--- config.mk ---
export PLATFORM = sky130hd
export DESIGN_NAME = mpct_timer
export DESIGN_NICKNAME = d
export VERILOG_FILES = /design/src/hw/mpct_pkg.sv /design/src/hw/mpct_deadtime.sv /design/src/hw/mpct_timer.sv
export SDC_FILE = /design/constraint.sdc
export NUM_CORES = 1
export LEC_CHECK = 0
export ABC_AREA = 1
export ABC_CLOCK_PERIOD_IN_PS = 6800
export BUFFER_PORTS_ARGS = -buffer_cell sky130_fd_sc_hd__buf_2
export CAP_MARGIN = 10
export CORE_ASPECT_RATIO = 0.7
export CORE_MARGIN = 4
export CORE_UTILIZATION = 30
export CTS_CLUSTER_DIAMETER = 80
export CTS_CLUSTER_SIZE = 40
export DETAILED_ROUTE_END_ITERATION = 10
export HOLD_SLACK_MARGIN = 0.12
export RECOVER_POWER = 100
export SLEW_MARGIN = 10
export SYNTH_ARGS = -nofsm -noshare
export SYNTH_HDL_FRONTEND = slang
export SYNTH_SLANG_ARGS = --single-unit
--- constraint.sdc ---
create_clock -name clk -period 6.8 [get_ports clk]
set_input_delay 1.36 -clock clk [delete_from_list [all_inputs] [get_ports clk]]
set_output_delay 1.36 -clock clk [all_outputs]
set_load 0.05 [all_outputs]
--- src/hw/mpct_pkg.sv ---
package mpct_pkg;
    localparam int CNT_W   = 16;
    localparam int PSC_W   = 16;
    localparam int NCH     = 4;
    localparam int DT_W    = 8;
    localparam int MODE_W  = 2;
    localparam int CHM_W   = 3;
    localparam int HALL_W  = 3;

    localparam logic [CNT_W-1:0] CNT_ZERO = 16'h0000;
    localparam logic [CNT_W-1:0] CNT_ONE  = 16'h0001;
    localparam logic [PSC_W-1:0] PSC_ZERO = 16'h0000;
    localparam logic [PSC_W-1:0] PSC_ONE  = 16'h0001;
    localparam logic [DT_W-1:0]  DT_ZERO  = 8'h00;
    localparam logic [DT_W-1:0]  DT_ONE   = 8'h01;

    typedef enum logic [MODE_W-1:0] {
        MPCT_CNT_UP,
        MPCT_CNT_DOWN,
        MPCT_CNT_CENTER,
        MPCT_CNT_ENCODER
    } mpct_cnt_mode_t;

    typedef enum logic [CHM_W-1:0] {
        MPCT_CH_OFF,
        MPCT_CH_CAPTURE,
        MPCT_CH_COMPARE,
        MPCT_CH_PWM,
        MPCT_CH_ONEPULSE
    } mpct_ch_mode_t;

    typedef enum logic [1:0] {
        MPCT_VAR_BASIC,
        MPCT_VAR_GENERAL,
        MPCT_VAR_ADVANCED
    } mpct_variant_t;
endpackage

--- src/hw/mpct_deadtime.sv ---
`timescale 1ns/100ps
module mpct_deadtime #(
    parameter int DT_W = mpct_pkg::DT_W
) (
    input  wire logic            clk,
    input  wire logic            rst_b,
    input  wire logic            ce,
    input  wire logic            ref_in,
    input  wire logic [DT_W-1:0] dead_time,
    input  wire logic            force_off,
    output logic                 out_hi,
    output logic                 out_lo
);
    typedef struct packed {
        logic            prev;
        logic [DT_W-1:0] cnt;
        logic            hi;
        logic            lo;
    } mpct_dt_state_t;

    mpct_dt_state_t st_reg;
    mpct_dt_state_t st_next;

    localparam logic [DT_W-1:0] DT_ZERO_L = '0;
    localparam logic [DT_W-1:0] DT_ONE_L  = DT_W'(1);

    // Both sides off while the gap counter runs, avoiding shoot-through
    always_comb begin
        st_next = st_reg;
        st_next.prev = ref_in;
        if (ref_in != st_reg.prev) begin
            st_next.cnt = dead_time;
            st_next.hi = 1'b0;
            st_next.lo = 1'b0;
        end else if (st_reg.cnt != DT_ZERO_L) begin
            st_next.cnt = st_reg.cnt - DT_ONE_L;
        end else begin
            st_next.hi = ref_in; // RULE4
            st_next.lo = ~ref_in; // RULE4
        end
        if (force_off) begin
            st_next.hi = 1'b0; // RULE6
            st_next.lo = 1'b0;
        end
    end

    always_ff @(posedge clk or negedge rst_b) begin
        if (!rst_b) begin
            st_reg <= '0;
        end else if (ce) begin
            st_reg <= st_next;
        end
    end

    assign out_hi = st_reg.hi;
    assign out_lo = st_reg.lo;

    property p_no_overlap;
        @(posedge clk) disable iff (!rst_b) !(out_hi && out_lo);
    endproperty
    a_no_overlap: assert property (p_no_overlap) else $error("pair overlap"); // RULE4

    property p_gap;
        @(posedge clk) disable iff (!rst_b)
            (ce && !force_off && ref_in != st_reg.prev) |=> (!out_hi && !out_lo);
    endproperty
    a_gap: assert property (p_gap) else $error("no dead gap"); // RULE4
endmodule

--- src/hw/mpct_timer.sv ---
`timescale 1ns/100ps
//
// Function
// (RULE1) 16-bit counter, up, down or centre
// (RULE2) Prescaler divides by 1 to 65536
// (RULE3) Four channels: capture, compare, PWM, one-pulse
// (RULE4) Advanced: complementary pairs with dead-time
// (RULE5) PWM duty spans 0 to 100 percent
// (RULE6) Debug halt freezes counter, disables outputs (advanced variant only; general variant keeps driving ch_out)
// (RULE7) Trigger in/out links sibling timers
// (RULE8) DMA request on timer events
// (RULE9) Quadrature encoder and hall inputs
// (RULE10) Basic: up only, no channels, DAC trigger
// (RULE11) Overflow reloads, emits update event
module mpct_timer #(
    parameter mpct_pkg::mpct_variant_t VARIANT = mpct_pkg::MPCT_VAR_ADVANCED,
    parameter int CNT_W = mpct_pkg::CNT_W,
    parameter int NCH   = mpct_pkg::NCH,
    parameter int DT_W  = mpct_pkg::DT_W
) (
    input  wire logic                                 clk,
    input  wire logic                                 rst_b,
    input  wire logic                                 ce,
    input  wire logic                                 cnt_enable,
    input  wire mpct_pkg::mpct_cnt_mode_t             cnt_mode,
    input  wire logic [CNT_W-1:0]                     auto_reload,
    input  wire logic [mpct_pkg::PSC_W-1:0]           prescale,
    input  wire mpct_pkg::mpct_ch_mode_t [NCH-1:0]    ch_mode,
    input  wire logic [NCH-1:0][CNT_W-1:0]            ch_compare,
    input  wire logic [NCH-1:0]                       ch_pin_in,
    input  wire logic [DT_W-1:0]                      dead_time,
    input  wire logic                                 dbg_halt,
    input  wire logic                                 dbg_freeze_en,
    input  wire logic                                 link_trig_in,
    input  wire logic                                 link_clock_sel,
    input  wire logic                                 link_start_sel,
    input  wire logic                                 enc_a,
    input  wire logic                                 enc_b,
    input  wire logic [mpct_pkg::HALL_W-1:0]          hall_in,
    input  wire logic                                 hall_sel,
    output logic [CNT_W-1:0]                          count,
    output logic [NCH-1:0][CNT_W-1:0]                 ch_captured,
    output logic [NCH-1:0]                            ch_event,
    output logic [NCH-1:0]                            ch_out,
    output logic [NCH-2:0]                            ch_out_n,
    output logic                                      update_event,
    output logic                                      dma_req,
    output logic                                      link_trig_out,
    output logic                                      dac_trig
);
    localparam logic [CNT_W-1:0] C0 = CNT_W'(mpct_pkg::CNT_ZERO);
    localparam logic [CNT_W-1:0] C1 = CNT_W'(mpct_pkg::CNT_ONE);
    localparam bit HAS_CH  = (VARIANT != mpct_pkg::MPCT_VAR_BASIC);
    localparam bit HAS_CMP = (VARIANT == mpct_pkg::MPCT_VAR_ADVANCED);

    // Pins: 2-FF sync, first stage read only by the second
    typedef struct packed {
        logic [NCH-1:0]                 ch_s1;
        logic [NCH-1:0]                 ch_s2;
        logic [NCH-1:0]                 ch_prev;
        logic [1:0]                     enc_s1;
        logic [1:0]                     enc_s2;
        logic [1:0]                     enc_prev;
        logic [mpct_pkg::HALL_W-1:0]    hall_s1;
        logic [mpct_pkg::HALL_W-1:0]    hall_s2;
        logic [mpct_pkg::HALL_W-1:0]    hall_prev;
        logic                           trig_prev;
        logic                           started;
        logic [mpct_pkg::PSC_W-1:0]     psc_cnt;
        logic [CNT_W-1:0]               cnt;
        logic                           dir_down;
        logic [NCH-1:0]                 oc;
        logic [NCH-1:0]                 op_done;
        logic [NCH-1:0][CNT_W-1:0]      cap;
        logic [NCH-1:0]                 ev;
        logic                           upd;
    } mpct_state_t;

    mpct_state_t st_reg;
    mpct_state_t st_next;

    function automatic logic quad_step(input logic [1:0] p, input logic [1:0] c,
                                       output logic dn);
        logic moved;
        moved = (p != c);
        dn = (p[0] ^ c[1]);
        return moved && (p[0] ^ c[0]) != (p[1] ^ c[1]);
    endfunction

    logic halted;
    logic tick;
    logic enc_mv;
    logic enc_dn;
    logic hall_chg;
    logic run;
    logic at_top;
    logic at_bot;

    assign halted   = dbg_halt && dbg_freeze_en; // RULE6
    assign hall_chg = hall_sel && (st_reg.hall_prev != '0) // RULE9
                      && (st_reg.hall_s2 != st_reg.hall_prev);
    assign run      = cnt_enable && (st_reg.started || !link_start_sel) && !halted;
    assign at_top   = (st_reg.cnt == auto_reload);
    assign at_bot   = (st_reg.cnt == C0);

    always_comb begin
        st_next = st_reg;
        enc_dn = 1'b0;
        enc_mv = quad_step(st_reg.enc_prev, st_reg.enc_s2, enc_dn); // RULE9
        st_next.ch_s1 = ch_pin_in;
        st_next.ch_s2 = st_reg.ch_s1;
        st_next.ch_prev = st_reg.ch_s2;
        st_next.enc_s1 = {enc_b, enc_a};
        st_next.enc_s2 = st_reg.enc_s1;
        st_next.enc_prev = st_reg.enc_s2;
        st_next.hall_s1 = hall_in;
        st_next.hall_s2 = st_reg.hall_s1;
        st_next.hall_prev = st_reg.hall_s2;
        st_next.trig_prev = link_trig_in;
        st_next.ev = '0;
        st_next.upd = 1'b0;
        tick = 1'b0;
        if (link_start_sel && link_trig_in && !st_reg.trig_prev) begin
            st_next.started = 1'b1; // RULE7
        end
        if (!cnt_enable) begin
            st_next.started = 1'b0;
        end
        if (run) begin
            if (link_clock_sel) begin
                tick = link_trig_in && !st_reg.trig_prev; // RULE7
            end else if (st_reg.psc_cnt >= prescale) begin
                st_next.psc_cnt = mpct_pkg::PSC_ZERO; // RULE2
                tick = 1'b1;
            end else begin
                st_next.psc_cnt = st_reg.psc_cnt + mpct_pkg::PSC_ONE;
            end
        end
        // Basic variant ignores mode, always counts up
        if (!HAS_CH || cnt_mode == mpct_pkg::MPCT_CNT_UP) begin // RULE10
            if (tick) begin
                st_next.cnt = at_top ? C0 : st_reg.cnt + C1; // RULE1
                st_next.upd = at_top; // RULE11
            end
        end else if (cnt_mode == mpct_pkg::MPCT_CNT_DOWN) begin
            if (tick) begin
                st_next.cnt = at_bot ? auto_reload : st_reg.cnt - C1; // RULE11
                st_next.upd = at_bot;
            end
        end else if (cnt_mode == mpct_pkg::MPCT_CNT_CENTER) begin
            if (tick) begin
                if (!st_reg.dir_down && st_reg.cnt >= auto_reload) begin
                    st_next.dir_down = 1'b1; // RULE1
                    st_next.cnt = st_reg.cnt - C1;
                    st_next.upd = 1'b1;
                end else if (st_reg.dir_down && at_bot) begin
                    st_next.dir_down = 1'b0;
                    st_next.cnt = C1;
                    st_next.upd = 1'b1;
                end else begin
                    st_next.cnt = st_reg.dir_down ? st_reg.cnt - C1 : st_reg.cnt + C1;
                end
            end
        end else if (enc_mv && !halted && cnt_enable) begin
            st_next.dir_down = enc_dn;
            if (enc_dn) begin
                st_next.cnt = at_bot ? auto_reload : st_reg.cnt - C1; // RULE9
            end else begin
                st_next.cnt = at_top ? C0 : st_reg.cnt + C1;
            end
            st_next.upd = enc_dn ? at_bot : at_top;
        end
        for (int i = 0; i < NCH; i++) begin
            if (!HAS_CH) begin
                st_next.oc[i] = 1'b0;
            end else begin
                case (ch_mode[i])
                    mpct_pkg::MPCT_CH_CAPTURE: begin
                        if ((st_reg.ch_s2[i] && !st_reg.ch_prev[i])
                            || (i == 0 && hall_chg)) begin
                            st_next.cap[i] = st_reg.cnt; // RULE3
                            st_next.ev[i] = 1'b1;
                        end
                    end
                    mpct_pkg::MPCT_CH_COMPARE: begin
                        if (tick && st_reg.cnt == ch_compare[i]) begin
                            st_next.oc[i] = ~st_reg.oc[i]; // RULE3
                            st_next.ev[i] = 1'b1;
                        end
                    end
                    mpct_pkg::MPCT_CH_PWM: begin
                        // Compare 0 gives 0%, above reload gives 100%
                        st_next.oc[i] = (st_next.cnt < ch_compare[i]); // RULE5
                        st_next.ev[i] = tick && (st_reg.cnt == ch_compare[i]);
                    end
                    mpct_pkg::MPCT_CH_ONEPULSE: begin
                        if (st_next.upd) begin
                            st_next.op_done[i] = 1'b1;
                        end
                        st_next.oc[i] = !st_next.op_done[i]
                                        && (st_next.cnt >= ch_compare[i]); // RULE3
                    end
                    default: begin
                        st_next.oc[i] = 1'b0;
                        st_next.op_done[i] = 1'b0;
                    end
                endcase
            end
        end
    end

    always_ff @(posedge clk or negedge rst_b) begin
        if (!rst_b) begin
            st_reg <= '0;
        end else if (ce) begin
            st_reg <= st_next;
        end
    end

    logic [NCH-2:0] dt_hi;
    logic [NCH-2:0] dt_lo;
    genvar g;
    generate
        for (g = 0; g < NCH - 1; g++) begin : g_pair
            if (HAS_CMP) begin : g_dt
                mpct_deadtime #(.DT_W(DT_W)) u_dt (
                    .clk       (clk),
                    .rst_b     (rst_b),
                    .ce        (ce),
                    .ref_in    (st_reg.oc[g]),
                    .dead_time (dead_time),
                    .force_off (halted),
                    .out_hi    (dt_hi[g]),
                    .out_lo    (dt_lo[g])
                );
            end else begin : g_nodt
                assign dt_hi[g] = st_reg.oc[g];
                assign dt_lo[g] = 1'b0;
            end
        end
    endgenerate

    // Safe state under debug halt turns power switches off in the advanced variant only
    assign ch_out = {(HAS_CMP && halted) ? 1'b0 : st_reg.oc[NCH-1], dt_hi}; // RULE6
    assign ch_out_n      = dt_lo; // RULE4
    assign count         = st_reg.cnt;
    assign ch_captured   = st_reg.cap;
    assign ch_event      = st_reg.ev;
    assign update_event  = st_reg.upd; // RULE11
    assign dma_req       = st_reg.upd || (|st_reg.ev); // RULE8
    assign link_trig_out = st_reg.upd; // RULE7
    assign dac_trig      = st_reg.upd; // RULE10

    property p_halt_freeze;
        @(posedge clk) disable iff (!rst_b)
            (halted && ce && cnt_mode != mpct_pkg::MPCT_CNT_ENCODER) ##1 (halted && ce)
            |-> $stable(count);
    endproperty
    a_halt_freeze: assert property (p_halt_freeze) else $error("count moved in halt"); // RULE6

    property p_up_wrap;
        @(posedge clk) disable iff (!rst_b)
            (ce && tick && cnt_mode == mpct_pkg::MPCT_CNT_UP && at_top)
            |=> (count == C0 && update_event);
    endproperty
    a_up_wrap: assert property (p_up_wrap) else $error("no reload on overflow"); // RULE11

    property p_down_wrap;
        @(posedge clk) disable iff (!rst_b)
            (ce && tick && HAS_CH && cnt_mode == mpct_pkg::MPCT_CNT_DOWN && at_bot)
            |=> (count == $past(auto_reload) && update_event);
    endproperty
    a_down_wrap: assert property (p_down_wrap) else $error("no reload on underflow"); // RULE1

    property p_psc;
        @(posedge clk) disable iff (!rst_b)
            (ce && run && !link_clock_sel && st_reg.psc_cnt < prescale
             && cnt_mode != mpct_pkg::MPCT_CNT_ENCODER) |=> $stable(count);
    endproperty
    a_psc: assert property (p_psc) else $error("prescaler tick early"); // RULE2

    property p_pwm_zero;
        @(posedge clk) disable iff (!rst_b)
            (ce && HAS_CH && ch_mode[NCH-1] == mpct_pkg::MPCT_CH_PWM && ch_compare[NCH-1] == C0)
            |=> !ch_out[NCH-1];
    endproperty
    a_pwm_zero: assert property (p_pwm_zero) else $error("0 percent duty not low"); // RULE5

    property p_capture;
        @(posedge clk) disable iff (!rst_b)
            (ce && HAS_CH && ch_mode[1] == mpct_pkg::MPCT_CH_CAPTURE
             && st_reg.ch_s2[1] && !st_reg.ch_prev[1])
            |=> (ch_event[1] && ch_captured[1] == $past(count));
    endproperty
    a_capture: assert property (p_capture) else $error("capture missed"); // RULE3

    property p_dma;
        @(posedge clk) disable iff (!rst_b) update_event |-> dma_req;
    endproperty
    a_dma: assert property (p_dma) else $error("no dma on update"); // RULE8

    property p_link_out;
        @(posedge clk) disable iff (!rst_b) update_event |-> (link_trig_out && dac_trig);
    endproperty
    a_link_out: assert property (p_link_out) else $error("trigger out missing"); // RULE7

    property p_halt_safe;
        @(posedge clk) disable iff (!rst_b)
            (HAS_CMP && halted && ce) ##1 halted |-> (ch_out == '0 && ch_out_n == '0);
    endproperty
    a_halt_safe: assert property (p_halt_safe) else $error("outputs live in halt"); // RULE6

    c_update:  cover property (@(posedge clk) update_event);
    c_capture: cover property (@(posedge clk) |ch_event);
    c_halt:    cover property (@(posedge clk) halted ##1 halted);
    c_enc:     cover property (@(posedge clk) enc_mv && enc_dn);
endmodule

==> results of run 1 <==
## synth_stat cells, types with 9 or more instances
| cell | count | area, um2 |
|---|---|---|
| sky130_fd_sc_hd__nor2_2 | 9 | 56.3 |
| sky130_fd_sc_hd__o21a_1 | 22 | 165 |
| sky130_fd_sc_hd__nand3_1 | 92 | 460 |
| sky130_fd_sc_hd__o21ai_1 | 13 | 65.1 |
| sky130_fd_sc_hd__dfrtp_1 | 172 | 4300 |
| sky130_fd_sc_hd__ha_1 | 112 | 1400 |
| sky130_fd_sc_hd__buf_4 | 99 | 743 |
| sky130_fd_sc_hd__nand2_1 | 591 | 2220 |
| sky130_fd_sc_hd__xnor2_1 | 30 | 263 |
| sky130_fd_sc_hd__nand2_2 | 9 | 56.3 |
| sky130_fd_sc_hd__clkbuf_1 | 31 | 116 |
| sky130_fd_sc_hd__o211ai_1 | 26 | 195 |
| sky130_fd_sc_hd__o22ai_1 | 9 | 56.3 |
| sky130_fd_sc_hd__nor2_1 | 146 | 548 |
| sky130_fd_sc_hd__nor3_1 | 29 | 145 |
| sky130_fd_sc_hd__a21oi_1 | 81 | 405 |
| sky130_fd_sc_hd__xor2_1 | 34 | 298 |
| sky130_fd_sc_hd__o21ai_0 | 161 | 806 |
| sky130_fd_sc_hd__buf_2 | 24 | 120 |
| sky130_fd_sc_hd__nand4_1 | 48 | 300 |
| sky130_fd_sc_hd__inv_1 | 240 | 901 |
## where the power goes
| group | internal (mW) | switching, mW | total (mW) | leakage [nW] |
|---|---|---|---|---|
| Sequential | 1.29 | 0.265 | 1.56 | 2.18 |
| Clock | 0.518 | 0.492 | 1.01 | 0.278 |
| Combinational | 0.746 | 2.03 | 2.78 | 5.57 |
## worst reg2reg max path, delay by kind of cell, from the launching register on
family	cells	cell delay, ns
flip-flops	1	0.54
buffers and inverters	2	1.00
AND/OR/NAND/NOR	13	1.31
adder cells (fa/ha/maj)	1	0.40
AO/OA/AOI/OAI	7	2.16
## worst min-delay path by stage
stage	startpoint	end	slack, ns	cells after the start
6_report	st_next[133]$_DFFE_PN0P_	st_next[133]$_DFFE_PN0P_	0.47	2
2_1_floorplan	st_next[115]$_DFFE_PN0P_	st_next[115]$_DFFE_PN0P_	0.44	2
3_5_place_dp	st_next[115]$_DFFE_PN0P_	st_next[115]$_DFFE_PN0P_	0.46	2
5_1_grt	st_next[133]$_DFFE_PN0P_	st_next[133]$_DFFE_PN0P_	0.51	2
4_1_cts	st_next[115]$_DFFE_PN0P_	st_next[115]$_DFFE_PN0P_	0.48	2
3_3_place_gp	st_next[115]$_DFFE_PN0P_	st_next[115]$_DFFE_PN0P_	0.45	2
## layout make-up
cell class	instances	area share (%)
multi-input combinational	1494	50.6
antenna	8	0.125
timing repair buffer	267	8.00
sequential	172	26.9
tap	612	4.78
clock buffer	17	2.66
inverter	255	5.99
clock inverter	15	0.961
## metal layers
metal	wire length [um]	track usage (%)	share of wire, %
met1	27400	31.9	48
met2	22300	29.4	39
met3	6750	8.14	12
met4	1150	5.51	2.0
met5	13	0	0.023
## cell families (layout without fill, tap and decap cells)
kind of cell	after synthesis	in the layout
and+or+nand+nor	970	970
buffers and inverters	419	554
DFF	172	172
AOI/OAI and AO/OA	347	347
adders and majority gates	112	112
other	0	8
xor gates and xnor gates	65	65
## metrics by stage
step,instances,area [um2],power (mW),util (%)
after floorplan,2085,14500,3.65,-
after global placement,2800,15600,4.30,33.1
after detailed placement,2800,15600,4.33,33.1
after CTS,2832,16200,5.37,34.4
after global routing,2839,16000,5.70,34.0
final,2840,16000,5.35,34.0
==> metrics list, run 1 <==
* CTS sink cnt: 172
- In the final routed layout, each cell accounts on average for 20.3 um.
- Max-capacitance violation count: 4
- Type of element capturing the critical path: register
- Setup TNS Final: 0 ns
- The synthesized design contains 0 enable-type register cells.
- The via count of the first global-routing pass was between 10000 and 15000.
* Class of the most critical hold timing path: reg2reg
* DR iter-0 viols: 1605
- Worst setup endpoint: ch_captured[5]$_DFFE_PN0P_
* Root Buffer Master: sky130_fd_sc_hd__clkbuf_16
- Sequential elements use 29.8% of the synthesized area.
- Of the total synthesized cell area, the portion taken by XOR and XNOR cells is about 4%.
- The most critical setup path has its startpoint at ce.
- Share of post-route cells with drive strength above 1: a little over a tenth
- Prior to clock tree synthesis, the placed netlist has a worst setup slack of approximately 1.1 ns.
- Fraction of the mapped netlist area in compound gates: 13.6%
- The checks that failed: max-capacitance violations, max-slew violations.
- Initial DRT Pass Iterations: 6
- Once routing completed, OpenROAD measured the worst setup slack at about 1.2 ns.
* Die span in y: about 190 um
- Final worst path period need: 5.59 ns
* Max Fclk: around 180 MHz
* Delay of the slowest cell on the worst path: 1.24 ns
* Slowest stage cell, crit path: sky130_fd_sc_hd__nor2_2
- Required time of the critical path: 7.13 ns
- The library cell used most frequently in the layout, excluding fill and tap cells, is sky130_fd_sc_hd__nand2_1.
* Fill cell total of the finished layout: between 5000 and 6000
* Synth Register Bits: 172
* Yosys warning total: 0
- For this block, the routed nets add up to 57600 um of wire.
* Critical register-to-register path startpoint: count[9]$_DFFE_PN0P_
- The worst setup path is launched from a primary input.
* Syn nets: ~2300
- Leaving out fill and tap cells, the most frequent cells in the layout are 591 x sky130_fd_sc_hd__nand2_1, 242 x sky130_fd_sc_hd__inv_1, 172 x sky130_fd_sc_hd__dfrtp_1.
* Worst reg2reg endpoint: st_reg[73]$_DFFE_PN0P_
- Area used by sequential logic in the layout: 4300 um2
- The initial utilization of the core area, before any placement, comes to a little over 30%.
- In this run the horizontal extent of the chip is 270 um.
- Final estimated routing congestion in global placement: approximately 1.0
- Status: complete, but fails checks
- For the pin with the worst max-slew slack, the measured transition is around 4.3 ns.
* Fraction of registers with async set or reset after synthesis: between 90% and 100%
- Between clock sinks in the finished design, the worst skew comes to slightly above 0.02 ns.
* Cell count along the critical path: 6
* Peak supply drop: roughly 0.20 mV
- Detailed-route vias per instance: roughly 5.1
- Buffers inserted by post-CTS timing repair: 0
- In this run the tightest slew margin relative to its limit is -187%.
- The H-tree generated during clock tree synthesis spans 4 levels.
- Total power divided by cell area: approximately 330 nW/um2
- Quantity of hold-fixing buffers added after cts: 0
* List of cells traversed by the critical path: clkbuf_1 -> inv_1 -> clkbuf_1 -> nor2_2 -> nand2_1 -> o21a_1
- DRC viols: 0
- Initial antenna violation count: 8
* Cell row count: 66
- Critical path's most frequent cell: sky130_fd_sc_hd__clkbuf_1
- After the last flow step, the layout net total stands at 2456.
* Standby leakage power: roughly 8 nW
* Count of port buffers added during placement: 231
- Clock-pin transition on the worst setup and hold timing paths: approximately 0.080 ns
- Synthesis produced around 2100 cells.
- Across every metal layer, demand over resource in global routing totals ~22%.
- Main combinational cell family by area after synthesis: simple AND/OR/NAND/NOR gates
* Fraction of the cycle the final worst path needs: between 80 and 90%
- In this run the remaining antenna-violating nets after routing total 0.
- Growth of design area from synthesis to finish: 10.8%
* Overall overflow remaining after global route: 0
* Placed wire-length estimate after detailed placement: about 45000 um
* Area of the die: 51800 um2
- Multiplexer fraction of the synthesized cell area: 0%
* Final Hold Viols: 0
* Setup-failing EPs final: 0
- Setup slack of the most critical reg-to-reg path: around 1.3 ns
- Synth cell types: between 50 and 60
* Number of buffers created by CTS: 17
- For this block, the via count after detailed routing is between 10000 and 15000.
- Adder and majority cell fraction of the synthesized area: between 9 and 10%
- Counting both buffers and inverters, the worst setup path holds a total of 3.
- During I/O placement, the number of pins put on the boundary was 232.
* CP max FO: 40
- Clock latency reported for the late side of the worst-skew pair: about 0.46 ns
- Core footprint: between 40000 and 50000 um2
* Total area of multi-input combinational cells: approximately 8100 um2
* Number of gates given a new drive strength after cts: 0
- Final hold analysis gives a worst-case slack of roughly 0.47 ns.
* Most common flop cell mapped by yosys: sky130_fd_sc_hd__dfrtp_1
- The register with the most flip-flops in the layout has 64 of them.
- Post-synthesis instance area: about 14000 um2
- Each instance of the synthesized netlist takes up on average 6.93 um2.
- Endpoint arrival time on the critical path: between 5 and 6 ns
* Top Family by Delay on Critical Path: buffers and inverters
- Entering global routing, the biggest net connects between 80 and 90 pins.
- WS Path Type: in2reg
- Area fraction in and, or, nand and nor cells after synthesis: ~29%
* TritonCTS clock tree: done
- The number of slew-limit violations in the final report is about 210.
* Maximum count of clock buffers along a single path: 2
- The first global-routing pass estimated 84500 um of wire.
- Setup repair after global routing left no endpoint under its margin.
* Number of cells on the worst reg-to-reg path: 23
Power figures use the tool's default switching activity.
==> inputs of run 2 (changes only) <==
ABC_CLOCK_PERIOD_IN_PS = 4800   (was 6800)
clock period = 4.8 ns   (was 6.8 ns; I/O delays follow)
==> run 2 against run 1 <==
Effect of this change:
- the flow still finishes with violations (max-capacitance violations, max-slew violations)
- via count increased by 1.5%
- critical path type is now reg2reg
- sequential cell count unchanged
- clock power increased by 63%
- global-route usage is 0.50 points higher
- routed wire length rose by 1.8%
- worst setup slack worse by 0.97 ns
- non-clock buffer count is 69 higher
- sequential power grew 38%
- count of clock-buffer cells in the layout is the same
- clock skew down 0.0099 ns
- cell count increased by 2.5%
- die area unchanged
==> metrics list, run 2 (same netlist as run 1, synthesis figures left out) <==
* Clock latency reported for the late side of the worst-skew pair: 0.45 ns (was 0.46 ns)
* Maximum number of pins on one net before global-route repair: 81 (was 89)
* Via count of the first global-routing pass: 13918 (was 13603)
- The depth of the worst register-to-register path is 24 (was 23).
* Total power divided by cell area: 478 nW/um2 (was 334 nW/um2)
* Critical register-to-register path startpoint: count[1]$_DFFE_PN0P_ (was count[9]$_DFFE_PN0P_)
- The fraction of layout cells with a size suffix above 1 came to 13.2% (was 10.8%).
- Crit path launch type: register (was primary input)
- Slowest stage cell, crit path: sky130_fd_sc_hd__dfrtp_1 (was sky130_fd_sc_hd__nor2_2)
- Quantity of hold-fixing buffers added after cts: 0 (unchanged)
- DR iter-0 viols: 1603 (was 1605)
- The worst setup path startpoint is count[1]$_DFFE_PN0P_ (was ce).
* Final estimated routing congestion in global placement: 0.985 (was 1.04)
- Worst-margin pin slew: 2.26 ns (was 4.30 ns)
- DRC viols: 0 (unchanged)
- Initial antenna violation count: 8 (unchanged)
* Final Hold Viols: 0 (unchanged)
- The vertical extent of the die is 192 um (unchanged).
- The first-pass GRT wire length came to 86200 um (was 84500 um).
- The number of buffers and inverters on the critical path was 6 (was 3).
- The critical path depth in cells was 24 (was 6).
- The peak supply drop is 0.270 mV (was 0.197 mV).
* Setup-failing EPs final: 0 (unchanged)
- Placed wire-length estimate after detailed placement: 46000 um (was 44800 um)
* CP max FO: 16 (was 40)
- Maximum count of clock buffers along a single path: 2 (unchanged)
* Max layer used: met5 (unchanged)
- Detailed-route vias per instance: 5.07 (was 5.12)
* Worst setup endpoint: st_reg[74]$_DFFE_PN0P_ (was ch_captured[5]$_DFFE_PN0P_)
* Hold Path Stages: 2 (unchanged)
- Growth of design area from synthesis to finish: 15.3% (was 10.8%)
- The final clock skew is 0.0102 ns (was 0.0201 ns).
- Cell row count: 66 (unchanged)
- The total leakage power came to 8.41 nW (was 8.02 nW).
* Max Fclk: 219 MHz
- Worst path setup slack after routing: 0.237 ns (was 1.21 ns)
- Area of the die: 51800 um2 (unchanged)
* Die X: 270 um (unchanged)
- Worst reg2reg endpoint: st_reg[74]$_DFFE_PN0P_ (was st_reg[73]$_DFFE_PN0P_)
- Setup repair after global routing missed its margin: no (unchanged).
- Antenna violation net count after detailed routing: 0 (unchanged)
- The number of flip-flops under the largest register name is 64 (unchanged).
* Final worst path period need: ~4.6 ns
- Initial DRT Pass Iterations: 6 (unchanged)
- Wire length after detailed routing: 58700 um (was 57600 um)
* Overall overflow remaining after global route: 0 (unchanged)
* Number of H-tree levels: 4 (unchanged)
- Worst hold margin: 0.470 ns (was 0.474 ns)
- Status: complete, but fails checks (unchanged).
- The routed length on met2 came to 23700 um (was 22300 um).
* Violations in the final reports: max-capacitance violations, max-slew violations (unchanged)
* Critical path's most frequent cell: sky130_fd_sc_hd__nand2_1 (was sky130_fd_sc_hd__clkbuf_1)
- Type of element capturing the critical path: register (unchanged)
- Worst slew slack as a fraction of its limit: -50.8% (was -187%)
* Count of port buffers added during placement: 231 (unchanged)
- The routed length per instance is 20.2 um (was 20.3 um).
- Top Family by Delay on Critical Path: compound AO/OA/AOI/OAI gates (was buffers and inverters)
- The worst min-delay path class is reg2reg (unchanged).
- The max-cap check violation count came to 4 (unchanged).
- Required time of the critical path: 5.15 ns (was 7.13 ns)
- The vias after detailed routing was 14767 (was 14548).
- The worst setup path category was reg2reg (was in2reg).
- The TritonCTS clock tree is done (unchanged).
- Endpoint arrival time on the critical path: 4.91 ns (was 5.92 ns)
- Delay of the slowest cell on the worst path: 0.54 ns (was 1.24 ns)
- Starting utilization of the core area: 30.7% (unchanged)
- Core footprint: 47100 um2 (unchanged)
- Clock-pin transition on the worst setup and hold timing paths: 0.07 ns (was 0.08 ns)
* Setup slack of the most critical reg-to-reg path: 0.24 ns (was 1.27 ns)
- Max-slew violations: 219 (was 211)
* Fraction of the cycle the final worst path needs: 95.1%
* Place WS: -0.0248 ns (was 1.15 ns)
- The total chip power is 7.96 mW (was 5.35 mW).
* Layout net count: 2525 (was 2456)
* Number of buffers created by CTS: 17 (unchanged)
- The global-route usage over all layers came to 22.1% (was 21.6%).
* Root Buffer Master: sky130_fd_sc_hd__clkbuf_16 (unchanged)
* Most common cell after layout, fill and taps aside: sky130_fd_sc_hd__nand2_1 (unchanged)
- List of cells traversed by the critical path: inv_1 -> ha_1 -> inv_1 -> nor3_2 -> nand2_2 -> o21ai_1 -> nor2_1 -> a21oi_1 -> nand3_1 -> a21oi_1 -> buf_4 -> buf_4 -> ha_1 -> a21oi_1 -> o21ai_0 -> o21ai_0 -> buf_4 -> nand3_1 -> nand2_1 -> inv_1 -> nand4_1 -> nand2_1 -> nand2_1 -> nand2_1 (was clkbuf_1 -> inv_1 -> clkbuf_1 -> nor2_2 -> nand2_1 -> o21a_1).
- Most frequent cells in the layout: 593 x sky130_fd_sc_hd__nand2_1, 242 x sky130_fd_sc_hd__inv_1, 172 x sky130_fd_sc_hd__dfrtp_1 (was 591 x sky130_fd_sc_hd__nand2_1, 242 x sky130_fd_sc_hd__inv_1, 172 x sky130_fd_sc_hd__dfrtp_1).
* Top Ports: 232 (unchanged)
- The routed metal-1 wirelength is 27600 um (was 27400 um).
* Met3 wire len: 6370 um (was 6750 um)
- The clock sink count was 172 (unchanged).
run 2: changes by cell type in the layout (fill, tap and decap cells not counted), sizes merged:
cell / delta
bufinv: +5
clkinvlp: -2
diode: +1
clkdlybuf4s25: -1
clkbuf: +8
buf: +62
inv: -3
run 2: area by class of cell:
cell class,count,area [um2]
inverter,255,960
clock buffer,17,425
clock inverter,15,260
multi-input combinational,1494,8100
tap,612,766
sequential,172,4300
antenna,9,22.5
timing repair buffer,336,1830
fill,5091,30400
run 2: worst register-to-register path, stage by stage, from the launching register on:
cell and delay [ns]:
sky130_fd_sc_hd__dfrtp_1 0.54, sky130_fd_sc_hd__inv_1 0.28, sky130_fd_sc_hd__ha_1 0.27, sky130_fd_sc_hd__inv_1 0.09, sky130_fd_sc_hd__nor3_2 0.19, sky130_fd_sc_hd__nand2_2 0.24, sky130_fd_sc_hd__o21ai_1 0.54, sky130_fd_sc_hd__nor2_1 0.11
sky130_fd_sc_hd__a21oi_1 0.14, sky130_fd_sc_hd__nand3_1 0.11, sky130_fd_sc_hd__a21oi_1 0.27, sky130_fd_sc_hd__buf_4 0.19, sky130_fd_sc_hd__buf_4 0.12, sky130_fd_sc_hd__ha_1 0.25, sky130_fd_sc_hd__a21oi_1 0.12, sky130_fd_sc_hd__o21ai_0 0.12
sky130_fd_sc_hd__o21ai_0 0.29, sky130_fd_sc_hd__buf_4 0.18, sky130_fd_sc_hd__nand3_1 0.07, sky130_fd_sc_hd__nand2_1 0.07, sky130_fd_sc_hd__inv_1 0.03, sky130_fd_sc_hd__nand4_1 0.07, sky130_fd_sc_hd__nand2_1 0.06, sky130_fd_sc_hd__nand2_1 0.05
sky130_fd_sc_hd__nand2_1 0.04
run 2: through the flow:
| stage | setup TNS (ns) | area, um2 | std cells | utilization, % |
|---|---|---|---|---|
| floorplan | 0 | 14500 | 2085 | - |
| CTS | 0 | 16900 | 2901 | 35.8 |
| detailed placement | -0.0248 | 16200 | 2869 | 34.4 |
| global placement | 0 | 16200 | 2869 | 34.4 |
| finish | 0 | 16700 | 2910 | 35.4 |
| global route | 0 | 16700 | 2907 | 35.4 |
run 2: per-layer routing:
metal | GRT usage [%] | vias to the layer above
met5 | 0 | -
li1 | - | 7082
met1 | 32.3 | 6985
met2 | 31.2 | 638
met4 | 5.16 | 4
met3 | 7.68 | 58
run 2: what timing repair did:
item,4_1_cts,5_1_grt
gates resized for setup,0,1
buffers inserted,0,0
endpoints found under the setup margin,0,1
run 2: worst min path at each step:
stage                             start                  endpoint  slack, ns
2_1_floorplan  st_next[115]$_DFFE_PN0P_  st_next[115]$_DFFE_PN0P_       0.44
3_3_place_gp   st_next[115]$_DFFE_PN0P_  st_next[115]$_DFFE_PN0P_       0.46
3_5_place_dp   st_next[116]$_DFFE_PN0P_  st_next[116]$_DFFE_PN0P_       0.46
4_1_cts        st_next[116]$_DFFE_PN0P_  st_next[116]$_DFFE_PN0P_       0.48
5_1_grt        st_next[131]$_DFFE_PN0P_  st_next[131]$_DFFE_PN0P_       0.50
6_report       st_next[116]$_DFFE_PN0P_  st_next[116]$_DFFE_PN0P_       0.47
run 2: power breakdown:
| part | internal, mW | switching, mW | leakage [nW] | total, mW |
|---|---|---|---|---|
| Combinational | 1.20 | 2.95 | 5.90 | 4.15 |
| Sequential | 1.83 | 0.328 | 2.18 | 2.16 |
| Clock | 0.988 | 0.657 | 0.333 | 1.65 |
